`src/hdl/lcr_pkg.sv`:
```
package lcr_pkg;
   localparam logic [7:0] ADDR_CH2_OUT_EMPHASIS = 8'h1F;
   localparam logic [7:0] ADDR_CH2_IDLE_THRESHOLD = 8'h20;
   localparam logic [7:0] ADDR_CH3_IDLE_RATE_SELECT = 8'h23;
   localparam logic [7:0] ADDR_CH3_RX_EQUALIZER = 8'h24;
   localparam logic [7:0] ADDR_CH3_OUT_SWING = 8'h25;
   localparam logic [7:0] RST_OUT_EMPHASIS = 8'h03;
   localparam logic [7:0] RST_IDLE_THRESHOLD = 8'h00;
   localparam logic [7:0] RST_IDLE_RATE_SELECT = 8'h00;
   localparam logic [7:0] RST_RX_EQUALIZER = 8'h20;
   localparam logic [7:0] RST_OUT_SWING = 8'h03;
   // Writable bit masks; reserved bits store and read zero
   localparam logic [7:0] MASK_OUT_EMPHASIS = 8'hFF;
   localparam logic [7:0] MASK_IDLE_THRESHOLD = 8'h0F;
   localparam logic [7:0] MASK_IDLE_RATE_SELECT = 8'h33;
   localparam logic [7:0] MASK_RX_EQUALIZER = 8'h3F;
   localparam logic [7:0] MASK_OUT_SWING = 8'h3F;
   localparam int EMPH_TYPE_BIT = 7;
   localparam int IDLE_AUTO_BIT = 5;
   localparam int IDLE_MUTE_BIT = 4;
   localparam int RATE_AUTO_BIT = 1;
   localparam int RATE_HIGH_BIT = 0;
   localparam int EQ_ENABLE_BIT = 5;
   localparam int EQ_STAGE_MSB = 4;
   localparam int EQ_STAGE_LSB = 3;
   localparam int EQ_BOOST_MSB = 2;
   localparam int THR_DEASSERT_MSB = 3;
   localparam int THR_DEASSERT_LSB = 2;
   localparam int THR_ASSERT_MSB = 1;
   // Emphasis codes
   localparam logic [7:0] EMPH_0DB = 8'h01;
   localparam logic [7:0] EMPH_3P5DB = 8'h38;
   localparam logic [7:0] EMPH_6DB = 8'h88;
   localparam logic [7:0] EMPH_9DB = 8'h90;
   localparam logic [7:0] EMPH_12DB = 8'hA0;
   localparam logic [7:0] EMPH_RESERVED = 8'hC0;
   // Equalizer codes
   localparam logic [5:0] EQ_BYPASS = 6'h20;
   localparam logic [5:0] EQ_CODE_2A = 6'h2A;
   localparam logic [5:0] EQ_CODE_30 = 6'h30;
   localparam logic [5:0] EQ_CODE_31 = 6'h31;
   localparam logic [5:0] EQ_CODE_38 = 6'h38;
   localparam logic [5:0] EQ_CODE_34 = 6'h34;
   localparam logic [5:0] EQ_CODE_35 = 6'h35;
   localparam logic [5:0] EQ_CODE_3A = 6'h3A;
   localparam logic [5:0] EQ_CODE_3C = 6'h3C;
   // Swing codes
   localparam logic [5:0] SWING_600MV = 6'h03;
   localparam logic [5:0] SWING_800MV = 6'h07;
   localparam logic [5:0] SWING_1000MV = 6'h0F;
   localparam logic [5:0] SWING_1200MV = 6'h1F;
   localparam logic [5:0] SWING_1400MV = 6'h3F;
   // Three-level strap pin encoding
   typedef enum logic [1:0] {
      STRAP_LOW = 2'h0,
      STRAP_HIGH = 2'h1,
      STRAP_FLOAT = 2'h3
   } lcr_strap_t;
   // Emphasis decode: one-hot of 0/-3.5/-6/-9/-12 dB, bit 5 = unknown or reserved
   localparam logic [5:0] EMPH_SEL_NONE = 6'h01;
   localparam logic [5:0] EMPH_SEL_3P5 = 6'h02;
   localparam logic [5:0] EMPH_SEL_6 = 6'h04;
   localparam logic [5:0] EMPH_SEL_9 = 6'h08;
   localparam logic [5:0] EMPH_SEL_12 = 6'h10;
   localparam logic [5:0] EMPH_SEL_BAD = 6'h20;
   // Swing decode: one-hot of 600..1400 mV, bit 5 = undefined code
   localparam logic [5:0] SWING_SEL_BAD = 6'h20;
endpackage

```
`src/hdl/lcr_config_regs.sv`:
```
`timescale 1ns/10ps
// Overview of operation
// - Emphasis bit 7 selects compatibility or enhanced
// - Emphasis codes decode to five dB levels
// - Emphasis straps map to equivalent register values
// - Threshold upper bits deassert, lower bits assert
// - Threshold codes select four level pairs
// - Bit 5 auto idle, else bit 4
// - Manual idle: 0 active, 1 muted
// - Bit 1 auto rate, else bit 0
// - Manual rate: 0 low band, 1 high
// - Equalizer offers 24 levels, three stages
// - Equalizer enable, gain stage, boost fields
// - Equalizer resets to bypass, straps floating
// - Equalizer straps map to eight codes
// - Swing codes decode to five levels
module lcr_config_regs (
   input wire logic clock,
   input wire logic reset_n,
   input wire logic reg_write,
   input wire logic reg_read,
   input wire logic [7:0] reg_addr,
   input wire logic [7:0] reg_wdata,
   output logic [7:0] reg_rdata,
   output logic reg_addr_hit,
   input wire logic strap_mode,
   input wire lcr_pkg::lcr_strap_t emphasis_strap_low,
   input wire lcr_pkg::lcr_strap_t emphasis_strap_high,
   input wire lcr_pkg::lcr_strap_t equalizer_strap_a,
   input wire lcr_pkg::lcr_strap_t equalizer_strap_b,
   output logic [7:0] tx_emphasis_setting,
   output logic emphasis_enhanced,
   output logic [5:0] emphasis_level_sel,
   output logic [1:0] idle_deassert_sel,
   output logic [1:0] idle_assert_sel,
   output logic idle_auto_detect,
   output logic output_muted,
   output logic line_activity_detect_en,
   output logic rate_auto_detect,
   output logic rate_high_band,
   output logic equalizer_enable,
   output logic [1:0] gain_stage_field,
   output logic [2:0] boost_level_field,
   output logic [4:0] equalizer_level,
   output logic [5:0] output_swing_level,
   output logic [5:0] swing_level_sel
);
   import lcr_pkg::*;

   logic [7:0] ch2_out_emphasis, next_ch2_out_emphasis;
   logic [7:0] ch2_idle_threshold, next_ch2_idle_threshold;
   logic [7:0] ch3_idle_rate_select, next_ch3_idle_rate_select;
   logic [7:0] ch3_rx_equalizer, next_ch3_rx_equalizer;
   logic [7:0] ch3_out_swing, next_ch3_out_swing;
   logic [7:0] next_reg_rdata;
   logic next_reg_addr_hit;
   logic [7:0] eff_emphasis;
   logic [5:0] eff_equalizer;
   logic [7:0] next_tx_emphasis_setting;
   logic next_emphasis_enhanced;
   logic [5:0] next_emphasis_level_sel;
   logic [1:0] next_idle_deassert_sel, next_idle_assert_sel;
   logic next_idle_auto_detect, next_output_muted, next_line_activity_detect_en;
   logic next_rate_auto_detect, next_rate_high_band;
   logic next_equalizer_enable;
   logic [1:0] next_gain_stage_field;
   logic [2:0] next_boost_level_field;
   logic [4:0] next_equalizer_level;
   logic [5:0] next_output_swing_level, next_swing_level_sel;

   // Strap pairs to equivalent emphasis register value
   function automatic logic [7:0] emph_from_straps(input lcr_strap_t hi, input lcr_strap_t lo);
      logic [3:0] key;
      key = {hi, lo};
      case (key)
         {STRAP_LOW, STRAP_LOW}: emph_from_straps = EMPH_0DB;
         {STRAP_LOW, STRAP_HIGH}: emph_from_straps = EMPH_3P5DB;
         {STRAP_LOW, STRAP_FLOAT}: emph_from_straps = EMPH_6DB;
         {STRAP_HIGH, STRAP_LOW}: emph_from_straps = EMPH_9DB;
         {STRAP_HIGH, STRAP_FLOAT}: emph_from_straps = EMPH_12DB;
         {STRAP_FLOAT, STRAP_LOW}: emph_from_straps = EMPH_9DB;
         {STRAP_FLOAT, STRAP_HIGH}: emph_from_straps = EMPH_12DB;
         {STRAP_HIGH, STRAP_HIGH}: emph_from_straps = EMPH_12DB;
         // Both floating lands on the reserved code, as a pin user would see
         default: emph_from_straps = EMPH_RESERVED;
      endcase
   endfunction

   // Strap pairs to equivalent equalizer field code
   function automatic logic [5:0] eq_from_straps(input lcr_strap_t a, input lcr_strap_t b);
      logic [3:0] key;
      key = {a, b};
      case (key)
         {STRAP_HIGH, STRAP_HIGH}: eq_from_straps = EQ_CODE_2A;
         {STRAP_LOW, STRAP_LOW}: eq_from_straps = EQ_CODE_30;
         {STRAP_LOW, STRAP_FLOAT}: eq_from_straps = EQ_CODE_31;
         {STRAP_LOW, STRAP_HIGH}: eq_from_straps = EQ_CODE_38;
         {STRAP_HIGH, STRAP_FLOAT}: eq_from_straps = EQ_CODE_34;
         {STRAP_HIGH, STRAP_LOW}: eq_from_straps = EQ_CODE_35;
         {STRAP_FLOAT, STRAP_LOW}: eq_from_straps = EQ_CODE_3A;
         {STRAP_FLOAT, STRAP_HIGH}: eq_from_straps = EQ_CODE_3C;
         default: eq_from_straps = EQ_BYPASS;
      endcase
   endfunction

   // Register write and read port
   always_comb begin
      next_ch2_out_emphasis = ch2_out_emphasis;
      next_ch2_idle_threshold = ch2_idle_threshold;
      next_ch3_idle_rate_select = ch3_idle_rate_select;
      next_ch3_rx_equalizer = ch3_rx_equalizer;
      next_ch3_out_swing = ch3_out_swing;
      next_reg_rdata = 8'h00;
      next_reg_addr_hit = 1'b1;
      // Masking keeps reserved bits zero whatever the host writes
      if (reg_write) begin
         case (reg_addr)
            ADDR_CH2_OUT_EMPHASIS: next_ch2_out_emphasis = reg_wdata & MASK_OUT_EMPHASIS;
            ADDR_CH2_IDLE_THRESHOLD: next_ch2_idle_threshold = reg_wdata & MASK_IDLE_THRESHOLD;
            ADDR_CH3_IDLE_RATE_SELECT: next_ch3_idle_rate_select = reg_wdata & MASK_IDLE_RATE_SELECT;
            ADDR_CH3_RX_EQUALIZER: next_ch3_rx_equalizer = reg_wdata & MASK_RX_EQUALIZER;
            ADDR_CH3_OUT_SWING: next_ch3_out_swing = reg_wdata & MASK_OUT_SWING;
            default: next_reg_addr_hit = 1'b0;
         endcase
      end
      if (reg_read) begin
         case (reg_addr)
            ADDR_CH2_OUT_EMPHASIS: next_reg_rdata = ch2_out_emphasis;
            ADDR_CH2_IDLE_THRESHOLD: next_reg_rdata = ch2_idle_threshold;
            ADDR_CH3_IDLE_RATE_SELECT: next_reg_rdata = ch3_idle_rate_select;
            ADDR_CH3_RX_EQUALIZER: next_reg_rdata = ch3_rx_equalizer;
            ADDR_CH3_OUT_SWING: next_reg_rdata = ch3_out_swing;
            default: next_reg_addr_hit = 1'b0;
         endcase
      end
      if (!reg_write && !reg_read) begin
         next_reg_addr_hit = 1'b0;
      end
   end

   // Decode of stored or strapped settings toward the analog circuits
   always_comb begin
      eff_emphasis = strap_mode ? emph_from_straps(emphasis_strap_high, emphasis_strap_low) : ch2_out_emphasis;
      eff_equalizer = strap_mode ? eq_from_straps(equalizer_strap_a, equalizer_strap_b)
                                 : ch3_rx_equalizer[5:0];
      next_tx_emphasis_setting = eff_emphasis;
      next_emphasis_enhanced = eff_emphasis[EMPH_TYPE_BIT];
      case (eff_emphasis)
         EMPH_0DB: next_emphasis_level_sel = EMPH_SEL_NONE;
         EMPH_3P5DB: next_emphasis_level_sel = EMPH_SEL_3P5;
         EMPH_6DB: next_emphasis_level_sel = EMPH_SEL_6;
         EMPH_9DB: next_emphasis_level_sel = EMPH_SEL_9;
         EMPH_12DB: next_emphasis_level_sel = EMPH_SEL_12;
         // Reserved or undefined code, from the host or the straps, has no defined drive; flag it
         default: next_emphasis_level_sel = EMPH_SEL_BAD;
      endcase
      next_idle_deassert_sel = ch2_idle_threshold[THR_DEASSERT_MSB:THR_DEASSERT_LSB];
      next_idle_assert_sel = ch2_idle_threshold[THR_ASSERT_MSB:0];
      next_idle_auto_detect = ch3_idle_rate_select[IDLE_AUTO_BIT];
      next_output_muted = !ch3_idle_rate_select[IDLE_AUTO_BIT] && ch3_idle_rate_select[IDLE_MUTE_BIT];
      next_line_activity_detect_en = ch3_idle_rate_select[IDLE_AUTO_BIT];
      next_rate_auto_detect = ch3_idle_rate_select[RATE_AUTO_BIT];
      next_rate_high_band = !ch3_idle_rate_select[RATE_AUTO_BIT] && ch3_idle_rate_select[RATE_HIGH_BIT];
      next_equalizer_enable = eff_equalizer[EQ_ENABLE_BIT];
      next_gain_stage_field = eff_equalizer[EQ_STAGE_MSB:EQ_STAGE_LSB];
      next_boost_level_field = eff_equalizer[EQ_BOOST_MSB:0];
      // Flat level 0..23 from stage and boost; stage 3 folds to 2
      if (eff_equalizer[EQ_STAGE_MSB:EQ_STAGE_LSB] == 2'h3) begin
         next_equalizer_level = {2'h2, eff_equalizer[EQ_BOOST_MSB:0]};
      end else begin
         next_equalizer_level = {eff_equalizer[EQ_STAGE_MSB:EQ_STAGE_LSB], eff_equalizer[EQ_BOOST_MSB:0]};
      end
      next_output_swing_level = ch3_out_swing[5:0];
      case (ch3_out_swing[5:0])
         SWING_600MV: next_swing_level_sel = 6'h01;
         SWING_800MV: next_swing_level_sel = 6'h02;
         SWING_1000MV: next_swing_level_sel = 6'h04;
         SWING_1200MV: next_swing_level_sel = 6'h08;
         SWING_1400MV: next_swing_level_sel = 6'h10;
         default: next_swing_level_sel = SWING_SEL_BAD;
      endcase
   end

   always_ff @(posedge clock or negedge reset_n) begin
      if (!reset_n) begin
         ch2_out_emphasis <= RST_OUT_EMPHASIS;
         ch2_idle_threshold <= RST_IDLE_THRESHOLD;
         ch3_idle_rate_select <= RST_IDLE_RATE_SELECT;
         ch3_rx_equalizer <= RST_RX_EQUALIZER;
         ch3_out_swing <= RST_OUT_SWING;
         reg_rdata <= 8'h00;
         reg_addr_hit <= 1'b0;
      end else begin
         ch2_out_emphasis <= next_ch2_out_emphasis;
         ch2_idle_threshold <= next_ch2_idle_threshold;
         ch3_idle_rate_select <= next_ch3_idle_rate_select;
         ch3_rx_equalizer <= next_ch3_rx_equalizer;
         ch3_out_swing <= next_ch3_out_swing;
         reg_rdata <= next_reg_rdata;
         reg_addr_hit <= next_reg_addr_hit;
      end
   end

   always_ff @(posedge clock or negedge reset_n) begin
      if (!reset_n) begin
         tx_emphasis_setting <= RST_OUT_EMPHASIS;
         emphasis_enhanced <= 1'b0;
         emphasis_level_sel <= EMPH_SEL_BAD;
         idle_deassert_sel <= 2'h0;
         idle_assert_sel <= 2'h0;
         idle_auto_detect <= 1'b0;
         output_muted <= 1'b0;
         line_activity_detect_en <= 1'b0;
         rate_auto_detect <= 1'b0;
         rate_high_band <= 1'b0;
         equalizer_enable <= 1'b1;
         gain_stage_field <= 2'h0;
         boost_level_field <= 3'h0;
         equalizer_level <= 5'h00;
         output_swing_level <= SWING_600MV;
         swing_level_sel <= 6'h01;
      end else begin
         tx_emphasis_setting <= next_tx_emphasis_setting;
         emphasis_enhanced <= next_emphasis_enhanced;
         emphasis_level_sel <= next_emphasis_level_sel;
         idle_deassert_sel <= next_idle_deassert_sel;
         idle_assert_sel <= next_idle_assert_sel;
         idle_auto_detect <= next_idle_auto_detect;
         output_muted <= next_output_muted;
         line_activity_detect_en <= next_line_activity_detect_en;
         rate_auto_detect <= next_rate_auto_detect;
         rate_high_band <= next_rate_high_band;
         equalizer_enable <= next_equalizer_enable;
         gain_stage_field <= next_gain_stage_field;
         boost_level_field <= next_boost_level_field;
         equalizer_level <= next_equalizer_level;
         output_swing_level <= next_output_swing_level;
         swing_level_sel <= next_swing_level_sel;
      end
   end
endmodule

```
`config.mk`:
```
export PLATFORM = sky130hd
export DESIGN_NAME = lcr_config_regs
export DESIGN_NICKNAME = d
export VERILOG_FILES = /design/src/hdl/lcr_pkg.sv /design/src/hdl/lcr_config_regs.sv
export SDC_FILE = /design/constraint.sdc
export NUM_CORES = 1
export LEC_CHECK = 0
export BUFFER_PORTS_ARGS = -buffer_cell sky130_fd_sc_hd__buf_2
export CELL_PAD_IN_SITES_DETAIL_PLACEMENT = 1
export CELL_PAD_IN_SITES_GLOBAL_PLACEMENT = 1
export CORE_MARGIN = 5
export CORE_UTILIZATION = 40
export CTS_CLUSTER_DIAMETER = 100
export CTS_CLUSTER_SIZE = 30
export DETAILED_ROUTE_END_ITERATION = 16
export PLACE_DENSITY = 0.73
export SYNTH_ARGS = -nofsm -noshare
export SYNTH_HDL_FRONTEND = slang
export SYNTH_SLANG_ARGS = --single-unit
```
`constraint.sdc`:
```
create_clock -name clock -period 3.7 [get_ports clock]
set_clock_uncertainty 0.2 [all_clocks]
set_input_delay 0.37 -clock clock [delete_from_list [all_inputs] [get_ports clock]]
set_output_delay 0.37 -clock clock [all_outputs]
set_load 0.02 [all_outputs]
```
-- After elaboration in Yosys (flattened, before gate mapping)
Memories as Yosys holds them, arrays and structs flattened.
Index checks and enable logic that the tools add are counted.
- input bits: 29
- RAM bits: 0
- memories: 2
- output and inout bits: 56
- word-level logic and storage cells: 65
- latch bits: 0
- bits in read-only memories: 176
- flip-flop bits (word level): 83
- multipliers: 0
- bitwise gates (word level): 0
- shift-type cells: 0
- divide/modulo/power cells: 0
- reduce and logical (&&, ||, !) cells: 13
- magnitude comparators: 0
- equality and inequality tests: 16
- mux-type cells: 12
- add/subtract/negate cells: 0
- memories (memory ; words ; width ; rd ports ; clocked after memory_dff ; write ports ; RTL line ; RTL):
    (name not given) ; 16 ; 6 ; 1 ; 0 ; 0 ; lcr_config_regs.sv:75 ; case (key)
    (name not given) ; 16 ; 5 ; 1 ; 0 ; 0 ; lcr_config_regs.sv:93 ; case (key)
- operators with widths (cell ; count):
    $pmux W6 S5 ; 2
    $eq A8 B6 Y1 const B ; 5
    $pmux W8 S5 ; 1
    $eq A8 B8 Y1 const B ; 3
    $mux W8 ; 2
    $reduce_and A2 Y1 ; 5
    $eq A8 B1 Y1 const B ; 1
    $eq A8 B5 Y1 const B ; 1
    $eq A6 B2 Y1 const B ; 1
    $eq A6 B3 Y1 const B ; 1
    $eq A6 B4 Y1 const B ; 1
    $eq A6 B5 Y1 const B ; 1
    $eq A6 B6 Y1 const B ; 1
    $mux W6 ; 1
    $mux W1 ; 5
    $mux W5 ; 1
    $reduce_or A5 Y1 ; 1
    $logic_not A1 Y1 ; 4
    $logic_and A1 B1 Y1 ; 3
    $eq A2 B2 Y1 const B ; 1

-- Longest topological paths before layout
- word-level depth: 7
- gate-level depth with buffers: 7
- depth with buffers taken out: 6

-- Worst setup path after synthesis
OpenSTA, ideal clock, no wires.
- path kind: input port to flip-flop
- start point: input port reg_addr[3]
- end point: register ch3_rx_equalizer[0]
- library setup time: 127 ps
- arrival time: 1598 ps
- path buffers: 1
- data required time: 3373 ps
- slack: 1775 ps
- stages: 6
- cell sequence: nor2_1 -> nand3_2 -> nor3b_4 -> and3b_1 -> buf_4 -> mux2_1
- longest elaborated chain between the ends: 2
- RTL lines (element ; RTL line ; RTL):
    from (decl) ; lcr_config_regs.sv:22 ; input wire logic [7:0] reg_addr,
    $eq A8 B6 Y1 ; lcr_config_regs.sv:117 ; case (reg_addr)
    $reduce_and A2 Y1 (no source line) ; n/a ;
    to (signal assigned) ; lcr_config_regs.sv:197 ; ch3_rx_equalizer <= next_ch3_rx_equalizer;
    to (decl) ; lcr_config_regs.sv:53 ; logic [7:0] ch3_rx_equalizer, next_ch3_rx_equalizer;
No other way between the ends.
A chain may end at the register's enable or synchronous reset.

-- Worst setup path after layout
- start point: register ch2_out_emphasis[6]
- end point: register emphasis_level_sel[4]
- longest elaborated chain between the ends: 3
- elaborated cells between the ends (all ways): 7
- those cells by class: eq/ne: 5; mux: 2
- RTL lines (element ; RTL line ; RTL):
    from (decl) ; lcr_config_regs.sv:50 ; logic [7:0] ch2_out_emphasis, next_ch2_out_emphasis;
    from (signal assigned) ; lcr_config_regs.sv:194 ; ch2_out_emphasis <= next_ch2_out_emphasis;
    $mux W8 (*) ; lcr_config_regs.sv:143 ; eff_emphasis = strap_mode ? emph_from_straps(emphasis_strap_high, emphasis_strap_low) : ch2_out_emphasis;
    $eq A8 B8 Y1 (tied with other cells) ; lcr_config_regs.sv:148 ; case (eff_emphasis)
    $pmux W6 S5 (*) ; lcr_config_regs.sv:148 ;
    net next_emphasis_level_sel[4] ; lcr_config_regs.sv:61 ; logic [5:0] next_emphasis_level_sel;
    to (signal assigned) ; lcr_config_regs.sv:225 ; emphasis_level_sel <= next_emphasis_level_sel;
    to (decl) ; lcr_config_regs.sv:33 ; output logic [5:0] emphasis_level_sel,
The timed path passes the listed nets; every way through them passes the cells marked *.

==> results.json <==
{
  "status": "completed",
  "die_w_um": 100.6,
  "die_h_um": 100.6,
  "critPathCaptureType": "flop",
  "finalCritPeriodShare_pct": 53.79,
  "post_cts_buffers": 0,
  "htreeDepth": 3,
  "synth.avg_cell_area_um2": 13.34,
  "layout_common_cells": "83 x buf_2, 67 x dfrtp_1, 30 x mux2_2, 13 x nand2_1",
  "drt-vias-per-instance": 5.159,
  "final.min_clock_period_ps": 1990,
  "drt_wl_total_um": 7629,
  "antenna_cells": 0,
  "ys_types": 48,
  "insertion_delay_ps": 350,
  "path_max_fanout": 4,
  "antenna_found_initial": 0,
  "synthArstFlopShare_pct": 100.0,
  "row_count": 33,
  "synthFlopType": "dfrtp_1",
  "maxCapViolCount": 0,
  "fin_setup_tns_ps": 0,
  "ys_ff_latch": 79,
  "final_common_cell": "buf_2",
  "yosysWarnings": 0,
  "core_um2": 8093,
  "ios": 85,
  "final_antenna_net_count": 0,
  "n_fill_cell": 902,
  "grt_max_degree": 80,
  "io_buffers": 84,
  "setup_violations": 0,
  "root_buffer": "clkbuf_8",
  "postCtsHoldBufs": 1,
  "routedWlPerCell_um": 17.30,
  "grt_setup_unrepaired": "no",
  "synth_edf_count": 0,
  "tightest_slew_ps": 969.0,
  "power.density_nw_per_um2": 439.1,
  "total_leakage_power_nw": 2.069,
  "drc_errors": 0,
  "fin_ws_ps": 1710,
  "slew_headroom_pct": 35.40,
  "syn_inst": 246,
  "start_util_pct": 40.55,
  "num_vias": 2275,
  "final_nets": 364,
  "ir_drop_mv": 0.2525,
  "area_delta_synth_final_pct": 21.50,
  "drv_slew": 0,
  "syn_nets": 279,
  "dp.cells": 424,
  "clk_pin_slew_ps": 80,
  "cts_buffers": 9,
  "synth-seq-area-share_pct": 60.69,
  "drive_above_1_share_pct": 45.83,
  "dr.pass1.iters": 5,
  "cts_tree": "yes",
  "cp.arrival_ps": 2040,
  "cts_sinks": 79,
  "hp-class": "in2reg",
  "gr-usage-all-layers_pct": 16.15,
  "cts.path.max_buffers": 2,
  "grt_first_pass_wirelength_um": 12540,
  "post-place-ws_ps": 1434,
  "post_cts_resized": 0,
  "max_freq_mhz": 502.5,
  "instances_no_fill": 441,
  "gp_congestion": 0.8259,
  "power_w": 0.001751,
  "rrSetupSlack_ps": 1710,
  "syn_area_um2": 3282,
  "drt-initial-drc-count": 109,
  "startpoint_type": "flop",
  "dp_hpwl_um": 5771,
  "hold_viol_final": 0,
  "die_area_um2": 10120,
  "worstSetupPathType": "reg2reg",
  "grt_pass1_vias": 2404,
  "worstPathRequired_ps": 3750,
  "gr-total-overflow": 0
}
per-layer routing:
| layer | track usage (%) | part of all wire [%] | wire (µm) |
|---|---|---|---|
| met5 | 0 | 0 | 0 |
| met4 | 7.047 | 1.5 | 112 |
| met3 | 3.668 | 5.2 | 393 |
| met2 | 25.37 | 50 | 3808 |
| met1 | 21.39 | 43 | 3315 |
critical path: stages, from the launching register on:
cell	delay, ps
dfrtp_1	430
or4_1	550
o311ai_2	130
nand2_1	110
nor3_2	190
nor3b_1	270
synth_stat cells, drive strengths merged (2+ instances only):
library cell  number  area (µm²)
a21oi              7       35.03
a222oi             6       60.06
and3               5       31.28
buf                9       62.56
clkbuf             3       11.26
dfrtp             67        1677
dfstp             12       315.3
ha                 4       50.05
inv                9       33.78
mux2              36       405.4
mux2i              3       30.03
nand2             13       48.80
nand3              6       40.04
nand3b             2       15.01
nor2              12       45.04
nor2b              9       56.30
nor3               5       35.03
nor3b              4       41.29
nor4               6       58.80
o21a               2       15.01
o21ai              3       15.01
o221ai             2       23.77
o2bb2ai            3       26.28
or2                2       12.51
xnor2              2       17.52
flip-flops by register name, indices dropped and copies added, names as in the netlist, 2 cells and up:
register and cells:
emphasis_level_sel 6, ch2_idle_threshold 4, idle_deassert_sel 2, idle_assert_sel 2, reg_rdata 8, swing_level_sel 6
equalizer_level 5, gain_stage_field 2, ch3_rx_equalizer 6, ch3_idle_rate_select 4, ch2_out_emphasis 8, output_swing_level 6
tx_emphasis_setting 7, ch3_out_swing 6
power by group:
| part | internal [W] | total [W] | switching (W) |
|---|---|---|---|
| registers | 0.000900 | 0.000923 | 0.0000231 |
| logic | 0.0000650 | 0.000176 | 0.000111 |
| clock network | 0.000333 | 0.000652 | 0.000318 |
| total | 0.00130 | 0.00175 | 0.000452 |
layout make-up:
class,count,area (µm²),area share [%]
multi-input cells,146,1182,29.65
inverters,9,33.78,0.8472
flip-flops and latches,79,1992,49.95
clock inverters,6,70.07,1.757
repair buffers,86,440.4,11.04
well taps,105,131.4,3.295
clock buffers,10,137.6,3.452
per-stage QoR:
step | hold slack [ps] | utilization (%) | area (µm²)
2_1_floorplan | -125.6 | - | 3282
3_3_place_gp | 196.1 | 46.58 | 3770
3_5_place_dp | 198.9 | 46.58 | 3770
4_1_cts | 28.79 | 49.27 | 3988
5_1_grt | 31.02 | 49.27 | 3988
6_report | 48.90 | 49.27 | 3988
cell families (layout without fill, tap and decap cells):
logic type / Yosys count / after routing / share of synthesized area (%)
flip-flops: 79 / 79 / 60.69
AND/OR/NAND/NOR: 70 / 70 / 13.23
multiplexers: 39 / 39 / 13.27
AO/OA/AOI/OAI: 31 / 31 / 7.473
buffers and inverters: 21 / 111 / 3.279
adder cells (fa/ha/maj): 4 / 4 / 1.525
XOR/XNOR: 2 / 2 / 0.5338
path summary, 6_finish.rpt:
kind / startpoint / end / cells after the start
setup / recovery: ch2_out_emphasis[6] / emphasis_level_sel[4] / 5
hold / removal: reg_wdata[7] / ch2_out_emphasis[7] / 2
max in group asynchronous: reset_n / tx_emphasis_setting[3] / 2
hold reg to reg: ch3_out_swing[1] / output_swing_level[1] / 0
min in group asynchronous: reset_n / reg_rdata[5] / 2
setup reg to reg: ch2_out_emphasis[6] / emphasis_level_sel[4] / 5
Note: power is estimated with default switching activity, not from simulation.
